## src/include/rss_pkg.sv

```systemverilog
// Constants and types for the reset and start-up sequencer.
// Assumes a 100 MHz system clock and a slow internal RC tick input.
package rss_pkg;
    localparam int unsigned CLK_MHZ = 100;
    localparam int unsigned PWRUP_DELAY_MS = 72;
    localparam int unsigned RC_TICK_KHZ = 32;
    localparam int unsigned PWRUP_DELAY_TICKS = PWRUP_DELAY_MS * RC_TICK_KHZ;
    localparam int unsigned OSC_STARTUP_CYCLES = 1024;
    localparam int unsigned MASTER_CLEAR_N_FILTER_CYCLES = 8;
    localparam logic [1:0] DIV4_RST = 2'h0;
    localparam logic PORBIT_RST = 1'h0;
    localparam logic FLAG_RST = 1'h1;

    typedef enum logic [1:0] {
        MODE_LP = 2'h0,
        MODE_XT = 2'h1,
        MODE_HS = 2'h2,
        MODE_RC = 2'h3
    } rss_osc_mode_t;

    typedef enum logic [2:0] {
        ST_RUN = 3'h0,
        ST_POWERUP_DELAY_TIMER = 3'h1,
        ST_OST = 3'h3,
        ST_HOLD = 3'h2,
        ST_SLEEP = 3'h4
    } rss_state_t;

    typedef enum logic [2:0] {
        CAUSE_POR = 3'h0,
        CAUSE_MASTER_CLEAR_N_RUN = 3'h1,
        CAUSE_MASTER_CLEAR_N_SLEEP = 3'h2,
        CAUSE_WDT_RESET = 3'h3,
        CAUSE_WDT_WAKE = 3'h4,
        CAUSE_INT_WAKE = 3'h5
    } rss_cause_t;
endpackage : rss_pkg

```

## src/hw/rss_sequencer.sv

```systemverilog
// Reset and start-up sequencer: cause decode, power-up delay, oscillator
// start-up count, master clear filter and the divide-by-four clock output.
// Assumes the pin, RC tick and oscillator inputs are asynchronous to clk.
//
// Function
// RULE1: In RC mode clock_quarter_out carries oscillator divided by four.
// RULE2: Distinguish power-on, master clear running, master clear asleep, watchdog reset.
// RULE3: Never-reset registers keep value on all resets except power-on.
// RULE4: Other registers load reset state on all resets but watchdog wake-up.
// RULE5: Timeout and powerdown flags set per reset cause for software.
// RULE6: Master clear path filters and ignores short pulses.
// RULE7: Watchdog reset never pulls the master clear pin low.
// RULE8: Supply rise makes a power-on pulse that starts the time-out.
// RULE9: Power-up delay of 72 ms runs only after power-on.
// RULE10: Power-up delay counts internal RC oscillator ticks.
// RULE11: Chip stays in reset while power-up delay counts.
// RULE12: powerup_delay_enable decides whether the power-up delay runs.
// RULE13: Oscillator start-up counts 1024 crystal cycles after power-up delay.
// RULE14: Start-up count only in crystal modes after power-on or wake.
// RULE15: Power-up delay starts first, start-up count follows it.
// RULE16: RC mode without power-up delay leaves reset with no time-out.
// RULE17: Time-outs run from power-on regardless of master clear level.
// RULE18: Held master clear after time-outs starts execution on release.
// RULE19: Power-on status bit cleared on power-on, kept otherwise, software sets.
// RULE20: Power-on sets both timeout and powerdown flags to one.
// RULE21: Internal reset release is synchronous to the main clock.
// RULE22: Power-up delay is a tick counter with terminal count.
`timescale 1ns/1ps
`default_nettype none

module rss_sequencer
    import rss_pkg::*;
#(
    parameter int unsigned POWERUP_DELAY_TIMER_TICKS = PWRUP_DELAY_TICKS,
    parameter int unsigned OST_CYCLES = OSC_STARTUP_CYCLES,
    parameter int unsigned FILT_CYCLES = MASTER_CLEAR_N_FILTER_CYCLES
) (
    input wire logic clk,
    input wire logic sys_rst,
    input wire logic supply_rise,
    input wire logic master_clear_n,
    input wire logic osc_clk_in,
    input wire logic rc_tick_in,
    input wire logic watchdog_timeout,
    input wire logic sleep_req,
    input wire logic int_wake,
    input wire logic powerup_delay_enable,
    input wire logic [1:0] osc_mode,
    input wire logic por_status_set,
    output logic chip_reset,
    output logic reg_reset,
    output logic nvreg_invalid,
    output logic asleep,
    output logic timeout_flag_n,
    output logic powerdown_flag_n,
    output logic por_status,
    output logic [2:0] reset_cause,
    output logic clock_quarter_out,
    output logic master_clear_n_o,
    output logic master_clear_n_oe_n
);

    initial begin
        if (POWERUP_DELAY_TIMER_TICKS < 1 || OST_CYCLES < 1 || FILT_CYCLES < 2 || FILT_CYCLES > 255) begin
            $error("rss_sequencer: unusable parameter value");
        end
    end

    ////////////////////////////////////////////////////////////////////////////
    // Input synchronisers: three stages, a change counts when stages 2 and 3 agree.

    logic [2:0] master_clear_n_sync_ff, osc_sync_ff, rc_sync_ff;
    logic master_clear_n_lvl_ff, osc_lvl_ff, rc_lvl_ff;

    always_ff @(posedge clk) begin
        master_clear_n_sync_ff <= {master_clear_n_sync_ff[1:0], master_clear_n};
        osc_sync_ff <= {osc_sync_ff[1:0], osc_clk_in};
        rc_sync_ff <= {rc_sync_ff[1:0], rc_tick_in};
    end

    always_ff @(posedge clk) begin
        if (sys_rst) begin
            master_clear_n_lvl_ff <= 1'h1;
            osc_lvl_ff <= 1'h0;
            rc_lvl_ff <= 1'h0;
        end else begin
            if (master_clear_n_sync_ff[1] == master_clear_n_sync_ff[2]) master_clear_n_lvl_ff <= master_clear_n_sync_ff[2];
            if (osc_sync_ff[1] == osc_sync_ff[2]) osc_lvl_ff <= osc_sync_ff[2];
            if (rc_sync_ff[1] == rc_sync_ff[2]) rc_lvl_ff <= rc_sync_ff[2];
        end
    end

    logic osc_prev_ff, rc_prev_ff;
    logic osc_rise, rc_rise;

    always_ff @(posedge clk) begin
        if (sys_rst) begin
            osc_prev_ff <= 1'h0;
            rc_prev_ff <= 1'h0;
        end else begin
            osc_prev_ff <= osc_lvl_ff;
            rc_prev_ff <= rc_lvl_ff;
        end
    end

    assign osc_rise = osc_lvl_ff & ~osc_prev_ff;
    assign rc_rise = rc_lvl_ff & ~rc_prev_ff;

    ////////////////////////////////////////////////////////////////////////////
    // Master clear noise filter: a low must persist FILT_CYCLES clocks to count.
    // Longer filters reject more noise but add reset latency.

    logic [7:0] filt_cnt_ff;
    logic master_clear_n_low_ff;

    always_ff @(posedge clk) begin
        if (sys_rst) begin
            filt_cnt_ff <= 8'h00;
            master_clear_n_low_ff <= 1'h0;
        end else if (master_clear_n_lvl_ff) begin
            filt_cnt_ff <= 8'h00; // RULE6
            master_clear_n_low_ff <= 1'h0;
        end else if (filt_cnt_ff == 8'(FILT_CYCLES - 1)) begin
            master_clear_n_low_ff <= 1'h1; // RULE6
        end else begin
            filt_cnt_ff <= filt_cnt_ff + 8'h01;
        end
    end

    logic master_clear_n_low_prev_ff;
    logic master_clear_n_fall;

    always_ff @(posedge clk) begin
        if (sys_rst) master_clear_n_low_prev_ff <= 1'h0;
        else master_clear_n_low_prev_ff <= master_clear_n_low_ff;
    end

    assign master_clear_n_fall = master_clear_n_low_ff & ~master_clear_n_low_prev_ff;

    ////////////////////////////////////////////////////////////////////////////
    // Sequencer.

    function automatic logic is_crystal(input logic [1:0] m);
        return m != MODE_RC;
    endfunction

    rss_state_t state_ff;
    logic [31:0] cnt_ff;
    logic wdt_wake, wdt_rst;
    logic wake_ff, por_ff;

    assign wdt_wake = watchdog_timeout & (state_ff == ST_SLEEP);
    assign wdt_rst = watchdog_timeout & (state_ff == ST_RUN);

    // Power-on is sys_rst or the supply-rise pulse; both restart the time-outs.
    always_ff @(posedge clk) begin
        if (sys_rst || supply_rise) begin
            state_ff <= ST_POWERUP_DELAY_TIMER; // RULE8
            cnt_ff <= 32'h0;
        end else begin
            case (state_ff)
                ST_POWERUP_DELAY_TIMER: begin
                    if (!powerup_delay_enable) begin
                        state_ff <= is_crystal(osc_mode) ? ST_OST : ST_HOLD; // RULE12 RULE16
                        cnt_ff <= 32'h0;
                    end else if (rc_rise) begin
                        if (cnt_ff == POWERUP_DELAY_TIMER_TICKS - 1) begin // RULE9 RULE10 RULE22
                            state_ff <= is_crystal(osc_mode) ? ST_OST : ST_HOLD; // RULE15
                            cnt_ff <= 32'h0;
                        end else begin
                            cnt_ff <= cnt_ff + 32'h1;
                        end
                    end
                end
                ST_OST: begin
                    if (osc_rise) begin
                        if (cnt_ff == OST_CYCLES - 1) begin // RULE13
                            state_ff <= ST_HOLD;
                            cnt_ff <= 32'h0;
                        end else begin
                            cnt_ff <= cnt_ff + 32'h1;
                        end
                    end
                end
                ST_HOLD: begin
                    if (!master_clear_n_low_ff) state_ff <= ST_RUN; // RULE17 RULE18
                end
                ST_RUN: begin
                    if (master_clear_n_low_ff || wdt_rst) state_ff <= ST_HOLD; // RULE2
                    else if (sleep_req) state_ff <= ST_SLEEP;
                end
                ST_SLEEP: begin
                    if (master_clear_n_low_ff) begin
                        state_ff <= ST_HOLD;
                    end else if (wdt_wake || int_wake) begin
                        state_ff <= is_crystal(osc_mode) ? ST_OST : ST_RUN; // RULE14
                        cnt_ff <= 32'h0;
                    end
                end
                default: state_ff <= ST_POWERUP_DELAY_TIMER;
            endcase
        end
    end

    assign chip_reset = (state_ff == ST_POWERUP_DELAY_TIMER) || (state_ff == ST_OST && !wake_ff)
        || (state_ff == ST_HOLD); // RULE11 RULE13 RULE21
    assign asleep = state_ff == ST_SLEEP;

    ////////////////////////////////////////////////////////////////////////////
    // Cause, flags and status; all updated on clk so release is clean.

    always_ff @(posedge clk) begin
        if (sys_rst || supply_rise) wake_ff <= 1'h0;
        else if (state_ff == ST_SLEEP && (wdt_wake || int_wake) && !master_clear_n_low_ff) wake_ff <= 1'h1;
        else if (state_ff == ST_RUN) wake_ff <= 1'h0;
    end

    always_ff @(posedge clk) begin
        if (sys_rst || supply_rise) begin
            reset_cause <= CAUSE_POR; // RULE2
            timeout_flag_n <= FLAG_RST; // RULE20
            powerdown_flag_n <= FLAG_RST; // RULE20
        end else if (state_ff == ST_RUN && master_clear_n_low_ff) begin
            reset_cause <= CAUSE_MASTER_CLEAR_N_RUN; // RULE5
        end else if (wdt_rst) begin
            reset_cause <= CAUSE_WDT_RESET;
            timeout_flag_n <= 1'h0; // RULE5
            powerdown_flag_n <= 1'h1;
        end else if (state_ff == ST_SLEEP && master_clear_n_low_ff) begin
            reset_cause <= CAUSE_MASTER_CLEAR_N_SLEEP;
            timeout_flag_n <= 1'h1; // RULE5
            powerdown_flag_n <= 1'h0;
        end else if (wdt_wake) begin
            reset_cause <= CAUSE_WDT_WAKE;
            timeout_flag_n <= 1'h0; // RULE5
            powerdown_flag_n <= 1'h0;
        end else if (state_ff == ST_SLEEP && int_wake) begin
            reset_cause <= CAUSE_INT_WAKE;
            timeout_flag_n <= 1'h1;
            powerdown_flag_n <= 1'h0;
        end
    end

    // The power-on clear wins over a software set in the same cycle.
    always_ff @(posedge clk) begin
        if (sys_rst || supply_rise) begin
            por_ff <= 1'h1; // RULE3
            por_status <= PORBIT_RST;
        end else begin
            por_ff <= 1'h0;
            if (por_status_set) por_status <= 1'h1; // RULE19
        end
    end

    // Register reset strobes: wake-ups leave the defined-state registers alone.
    assign reg_reset = chip_reset && !wake_ff; // RULE4
    assign nvreg_invalid = (state_ff == ST_POWERUP_DELAY_TIMER) || por_ff; // RULE3

    ////////////////////////////////////////////////////////////////////////////
    // Divide-by-four clock output, only in RC mode.

    logic [1:0] div_ff;

    always_ff @(posedge clk) begin
        if (sys_rst) div_ff <= DIV4_RST;
        else if (osc_rise) div_ff <= div_ff + 2'h1;
    end

    always_ff @(posedge clk) begin
        if (sys_rst) clock_quarter_out <= 1'h0;
        else clock_quarter_out <= (osc_mode == MODE_RC) & div_ff[1]; // RULE1
    end

    // The pin is an input only; watchdog resets never drive it.
    assign master_clear_n_o = 1'h1; // RULE7
    assign master_clear_n_oe_n = 1'h1; // RULE7

endmodule : rss_sequencer

`default_nettype wire

```

## config.mk

```make
export PLATFORM = sky130hd
export DESIGN_NAME = rss_sequencer
export DESIGN_NICKNAME = d
export VERILOG_FILES = /design/src/include/rss_pkg.sv /design/src/hw/rss_sequencer.sv
export SDC_FILE = /design/constraint.sdc
export NUM_CORES = 1
export LEC_CHECK = 0
export BUFFER_PORTS_ARGS = -buffer_cell sky130_fd_sc_hd__clkbuf_2
export CORE_UTILIZATION = 50
export DETAILED_ROUTE_END_ITERATION = 7
export PLACE_DENSITY = 0.68
export SETUP_SLACK_MARGIN = 0.02
export SLEW_MARGIN = 20
export SYNTH_ARGS = -nofsm -noshare
export SYNTH_HDL_FRONTEND = slang
export SYNTH_SLANG_ARGS = --single-unit
```

## constraint.sdc

```tcl
create_clock -name clk -period 2.5 [get_ports clk]
set_clock_uncertainty 0.05 [all_clocks]
set_input_delay 0.75 -clock clk [delete_from_list [all_inputs] [get_ports clk]]
set_output_delay 0.75 -clock clk [all_outputs]
set_load 0.01 [all_outputs]
```

==> flow_summary.toml, run 1 <==
[run_status]
outcome = "complete, no violations"

[global_routing]
track_usage_pct = 21.3
grt_max_degree = 33
grt_overflow_total = 0
grt_pass1_wl_um = 10900
grt_pass1_vias = 2387
antenna_found_initial = 0

[pwr]
p_leak_nw = 1.32
swShare_pct = 25.6
clkPwrFrac_pct = 42.6
ir_worst_vdd_uv = 518
switchingPower_uw = 568
intPower_mw = 1.65
report.power.total_mw = 2.22
p_comb_share_pct = 6.3
p_per_area_nw_per_um2 = 605
pwr-share-seq_pct = 51.0

[critical_path]
r2r_cells = 6
r2r-start = "state_ff[0]"
r2r_end = "cnt_ff[31]"
worstPathRequired_ps = 2720
end_kind = "flip-flop"
arrival_ps = 2530
rrSetupSlack_ps = 190
crit_path_start_kind = "flip-flop"
criticalPathCategory = "reg2reg"
path_max_fanout = 9

[timing]
min_period_over_period_pct = 92.5
final_max_slew_viol_count = 0
setup_violations = 0
rsz0062_at_grt = "false"
tightestPinTransition_ps = 606
hold_viol = 0
min_period_ps = 2310
clock.fmax_mhz = 432
timing.slew.headroom_pct = 59.3
finalSetupTns_ps = 0

[yosys]
yosysTopAreaCell = "dfxtp_1"
syn-mean-instance-area_um2 = 8.56
synth-edff-count = 0
yosys_warnings = 0
ys_ff_latch = 69
synth_top_area_share_pct = 43.4
synth_area_leaders = "dfxtp_1 43%, xnor2_1 6.9%, a21oi_1 5.5%"
synth_cells = 372
synthArstFlopShare_pct = 0
synth_seq_area_share_pct = 43.4
synth_area_um2 = 3180
synth_ff_type = "dfxtp_1"
yosysUniqueCellTypes = 48

[cells_and_area]
final_util_pct = 60.8
drive_gt1_share_pct = 16.7
area.growth.synth_to_final_pct = 15.1
layout_common_cells = "69 x dfxtp_1, 35 x a21oi_1, 28 x nand2_1"
fill_cells = 527
stdcell_count = 483
layout_commonest_cell = "dfxtp_1"
diodes = 0
finalNetCount = 418

[clocking]
clock_path_buffers = 2
clkLatencyLatePin_ps = 350
cts_sinks = 69
cts_buffers = 9
clk_pin_slew_ps = 80
postCtsSetupBuffers = 0
cts-root-buf = "clkbuf_8"
htreeDepth = 3
cts_tree = "done"

[routing]
routedWlPerCell_um = 13.7
postRouteAntennaNets = 0
vias_per_cell = 5.74
drt_iter0_drc = 148
drc = 0
dr_total_vias = 2771
firstDrtPassIters = 4
drt-total-wl_um = 6630

[placement]
io_buffers = 23
gp_congestion = 0.789
dp_cells = 467
hpwl_um = 4530

[min_path]
min_from = "rc_sync_ff[0]"
whs_path_depth = 0
min_to = "rc_sync_ff[1]"
hold_path_class = "reg2reg"

[die]
core-area_um2 = 6030
die-area_um2 = 6690
initial_utilization_pct = 52.8
fp.dieH_um = 81.8
io_pins = 26
rows = 28
die-width_um = 81.8

[job]
max-cap-violations = 0
## power by group through the flow
| stage | clock network [mW] | registers [mW] | logic [mW] |
|---|---|---|---|
| 2_1_floorplan | 0 | 1.15 | 0.0928 |
| 3_5_place_dp | 0 | 1.16 | 0.139 |
| 6_report | 0.944 | 1.13 | 0.141 |
| 3_3_place_gp | 0 | 1.16 | 0.136 |
| 5_1_grt | 1.01 | 1.13 | 0.157 |
| 4_1_cts | 0.956 | 1.13 | 0.140 |
## metal layers
metal,GRT usage [%],share of wire (%)
met5,0,0
met4,8.60,1.1
met3,5.78,4.6
met1,28.9,49
met2,31.8,45
## flip-flops by register name, summed over array words and instances, names as in the netlist
name and count:
reset_cause 3, rc_prev_ff 1, por_ff 1, div_ff 2
wake_ff 1, clock_quarter_out 1, rc_lvl_ff 1, timeout_flag_n 1
powerdown_flag_n 1, state_ff 3, por_status 1, osc_prev_ff 1
master_clear_n_lvl_ff 1, master_clear_n_low_ff 1, osc_sync_ff 3, master_clear_n_sync_ff 3
osc_lvl_ff 1, cnt_ff 32, rc_sync_ff 3, filt_cnt_ff 8
## cells in the mapped netlist (3+ instances only)
cell type and number:
or3_1 9, clkbuf_1 12, o21ai_0 21, a22oi_1 9, dfxtp_1 69, nor2_1 24
inv_1 6, and3_1 11, buf_4 4, xnor2_1 25, nor4_1 20, a21oi_1 35
xor2_1 6, nand2_1 28, and4_1 3, nor3_1 18, buf_2 8, nand3_1 13
mux2i_1 4, nor2b_1 5, nand4_1 6
## critical path, stage by stage (launching register included)
cell     delay, ps
dfxtp_1        330
buf_4          170
nor3_4         290
a31oi_2        220
or4b_1         610
or3_1          390
a22oi_1        160
## repair_timing
| item | 4_1_cts | 5_1_grt |
|---|---|---|
| endpoints found under the setup margin | 1 | 0 |
| gates resized for setup | 1 | 0 |
| hold buffers | 0 | 0 |
## cell type report
class / count / area (um^2) / share of cell area [%]
clock buffers: 9 / 124 / 3.38
clock inverters: 7 / 80.1 / 2.18
inverters: 7 / 26.3 / 0.717
multi-input cells: 272 / 1660 / 45.4
flip-flops and latches: 69 / 1380 / 37.7
well taps: 75 / 93.8 / 2.56
repair buffers: 44 / 298 / 8.12
## cells by family (layout without fill, tap and decap cells)
| family | Yosys count | count (layout) | synth area share (%) |
|---|---|---|---|
| DFF | 69 | 69 | 43.4 |
| buffers and inverters | 32 | 67 | 4.79 |
| muxes | 4 | 4 | 1.26 |
| adders and majority gates | 2 | 2 | 0.786 |
| xor gates and xnor gates | 31 | 31 | 8.53 |
| AOI/OAI and AO/OA | 80 | 80 | 14.6 |
| other | 1 | 2 | 0.118 |
| and+or+nand+nor | 153 | 153 | 26.5 |
## metrics by stage
stage,cell area [um^2],setup WS (ps),hold slack [ps]
after global placement,3460,4.08,260
after CTS,3670,190,281
final,3670,187,281
after global routing,3670,56.6,289
after floorplan,3190,240,260
after detailed placement,3460,-107,263
## worst max-delay path by stage
stage                          from    endpoint  slack, ps  depth (start not counted)
2_1_floorplan  powerup_delay_enable  cnt_ff[31]        240                          6
5_1_grt                 state_ff[0]      asleep         60                          5
3_3_place_gp   powerup_delay_enable  cnt_ff[25]          4                          8
4_1_cts                 state_ff[0]      asleep        190                          5
3_5_place_dp   powerup_delay_enable  cnt_ff[29]       -110                          8
6_report                state_ff[0]  cnt_ff[31]        190                          6
Note: power is estimated with default switching activity, not from simulation.
==> run 2, diff against run 1 <==
Settings changed: CTS_CLUSTER_SIZE set to 16, SETUP_SLACK_MARGIN 0.02 to 0.4.
==> flow_summary.toml, run 2 (synthesis results as in run 1) <==
[cells_and_area]
layout_commonest_cell = "dfxtp_1"
reg_top3 = "cnt_ff (32), filt_cnt_ff (8)"
layout_common_cells = "55 x dfxtp_1, 35 x a21oi_1, 27 x nand2_1"
finalNetCount = 419
design_area_um2 = 3850
diodes = 0
top_register = "cnt_ff"
drive_gt1_share_pct = 24.4
area.growth.synth_to_final_pct = 20.9
largest_reg_flops = 32
fill_cells = 516

[die]
io_pins = 26
initial_utilization_pct = 52.8
die-area_um2 = 6690
rows = 28
die-width_um = 81.8
core-area_um2 = 6030
fp.dieH_um = 81.8

[pwr]
ir_worst_vdd_uv = 470
p_per_area_nw_per_um2 = 578
p_leak_nw = 1.37

[routing]
drc = 0
dr_total_vias = 2772
top_layer = "met4"
postRouteAntennaNets = 0
firstDrtPassIters = 4
drt_iter0_drc = 217
routedWlPerCell_um = 14.0
vias_per_cell = 5.73
wl_met1_um = 3390
drt-total-wl_um = 6800
met3_length_um = 223
met2_length_um = 3110

[clocking]
cts_tree = "done"
cts-root-buf = "clkbuf_8"
clock_path_buffers = 2
clkLatencyLatePin_ps = 350
cts_sinks = 69
htreeDepth = 3
clk_pin_slew_ps = 80
cts_buffers = 9

[timing]
finalSetupTns_ps = 0
min_period_ps = 2030
timing.slew.headroom_pct = 53.5
rsz0062_at_grt = "true"
tightestPinTransition_ps = 691
final_max_slew_viol_count = 0
setup_violations = 0
clock.fmax_mhz = 493
min_period_over_period_pct = 81.2
hold_viol = 0

[global_routing]
grt_pass1_vias = 2413
antenna_found_initial = 0
grt_overflow_total = 0
grt_max_degree = 33
grt_pass1_wl_um = 11000
track_usage_pct = 21.5

[job]
max-cap-violations = 0

[min_path]
hold_path_class = "reg2reg"

[run_status]
outcome = "complete, no violations"

[placement]
dpl_cell_area_um2 = 3440
io_buffers = 23
gp_congestion = 0.778
hpwl_um = 4370

[critical_path]
path_max_fanout = 8
arrival_ps = 1230
worstPathRequired_ps = 1700
end_kind = "output pin"
criticalPathCategory = "reg2out"
crit_path_start_kind = "flip-flop"
-- run 2: changes by cell type in the layout (fill, tap and decap cells not counted), moves of 3 or more --
cell,previous run,this run
dfxtp_1,69,55
dfxtp_4,0,4
dfxtp_2,0,10
nor4_2,0,3
and3_1,11,8
and3_4,0,3
nor4_1,20,16
-- run 2: per-layer routing --
metal | GRT usage [%] | up-vias
met5 | 0 | -
met4 | 9.12 | 0
met3 | 5.44 | 8
met2 | 32.9 | 58
met1 | 28.4 | 1301
li1 | - | 1405
-- run 2: what timing repair did --
| item | CTS | global route |
|---|---|---|
| resized for setup | 18 | 23 |
| buffers inserted | 2 | 6 |
| gates cloned | 0 | 1 |
| pin swaps | 2 | 4 |
| hold buffers | 0 | 0 |
| hold endpoints to repair | 0 | 0 |
| setup endpoints to repair | 37 | 36 |
-- run 2: final timing paths --
path                             start                        end  slack [ps]  cells past startpoint
min          master_clear_n_sync_ff[0]  master_clear_n_sync_ff[1]         280                      0
min reg2reg  master_clear_n_sync_ff[0]  master_clear_n_sync_ff[1]         280                      0
max reg2reg                state_ff[0]                 cnt_ff[26]         480                      5
max                        state_ff[2]              nvreg_invalid         470                      4
-- run 2: critical path: stages (launching register included) --
cell and delay (ps):
dfxtp_4 380, buf_4 160, nor2b_4 120, a21o_1 110, clkbuf_2 120
-- run 2: cell type report --
cell class / count / area [um^2] / area share [%]
Timing Repair Buffer: 45 / 327 / 8.48
Sequential cell: 69 / 1410 / 36.6
Inverter: 7 / 26.3 / 0.682
Clock inverter: 7 / 80.1 / 2.08
Clock buffer: 9 / 124 / 3.22
Tap cell: 75 / 93.8 / 2.44
Multi-Input combinational cell: 272 / 1790 / 46.5
-- run 2: power breakdown --
group	switching (mW)	leakage [nW]	internal [mW]	total (mW)
Clock	0.462	0.0968	0.472	0.934
Combinational	0.0892	0.703	0.0674	0.157
Sequential	0.0179	0.569	1.12	1.13
Total	0.569	1.37	1.66	2.22
-- run 2: stage by stage --
| step | util, % | power, mW | setup slack [ps] | hold WS [ps] | cells |
|---|---|---|---|---|---|
| floorplan | - | 1.26 | 372 | 260 | 373 |
| global placement | 57.1 | 1.30 | 172 | 260 | 459 |
| detailed placement | 57.1 | 1.30 | 137 | 265 | 459 |
| CTS | 61.7 | 2.23 | 400 | 284 | 477 |
| global route | 63.9 | 2.31 | 398 | 292 | 484 |
| finish | 63.9 | 2.22 | 470 | 281 | 484 |
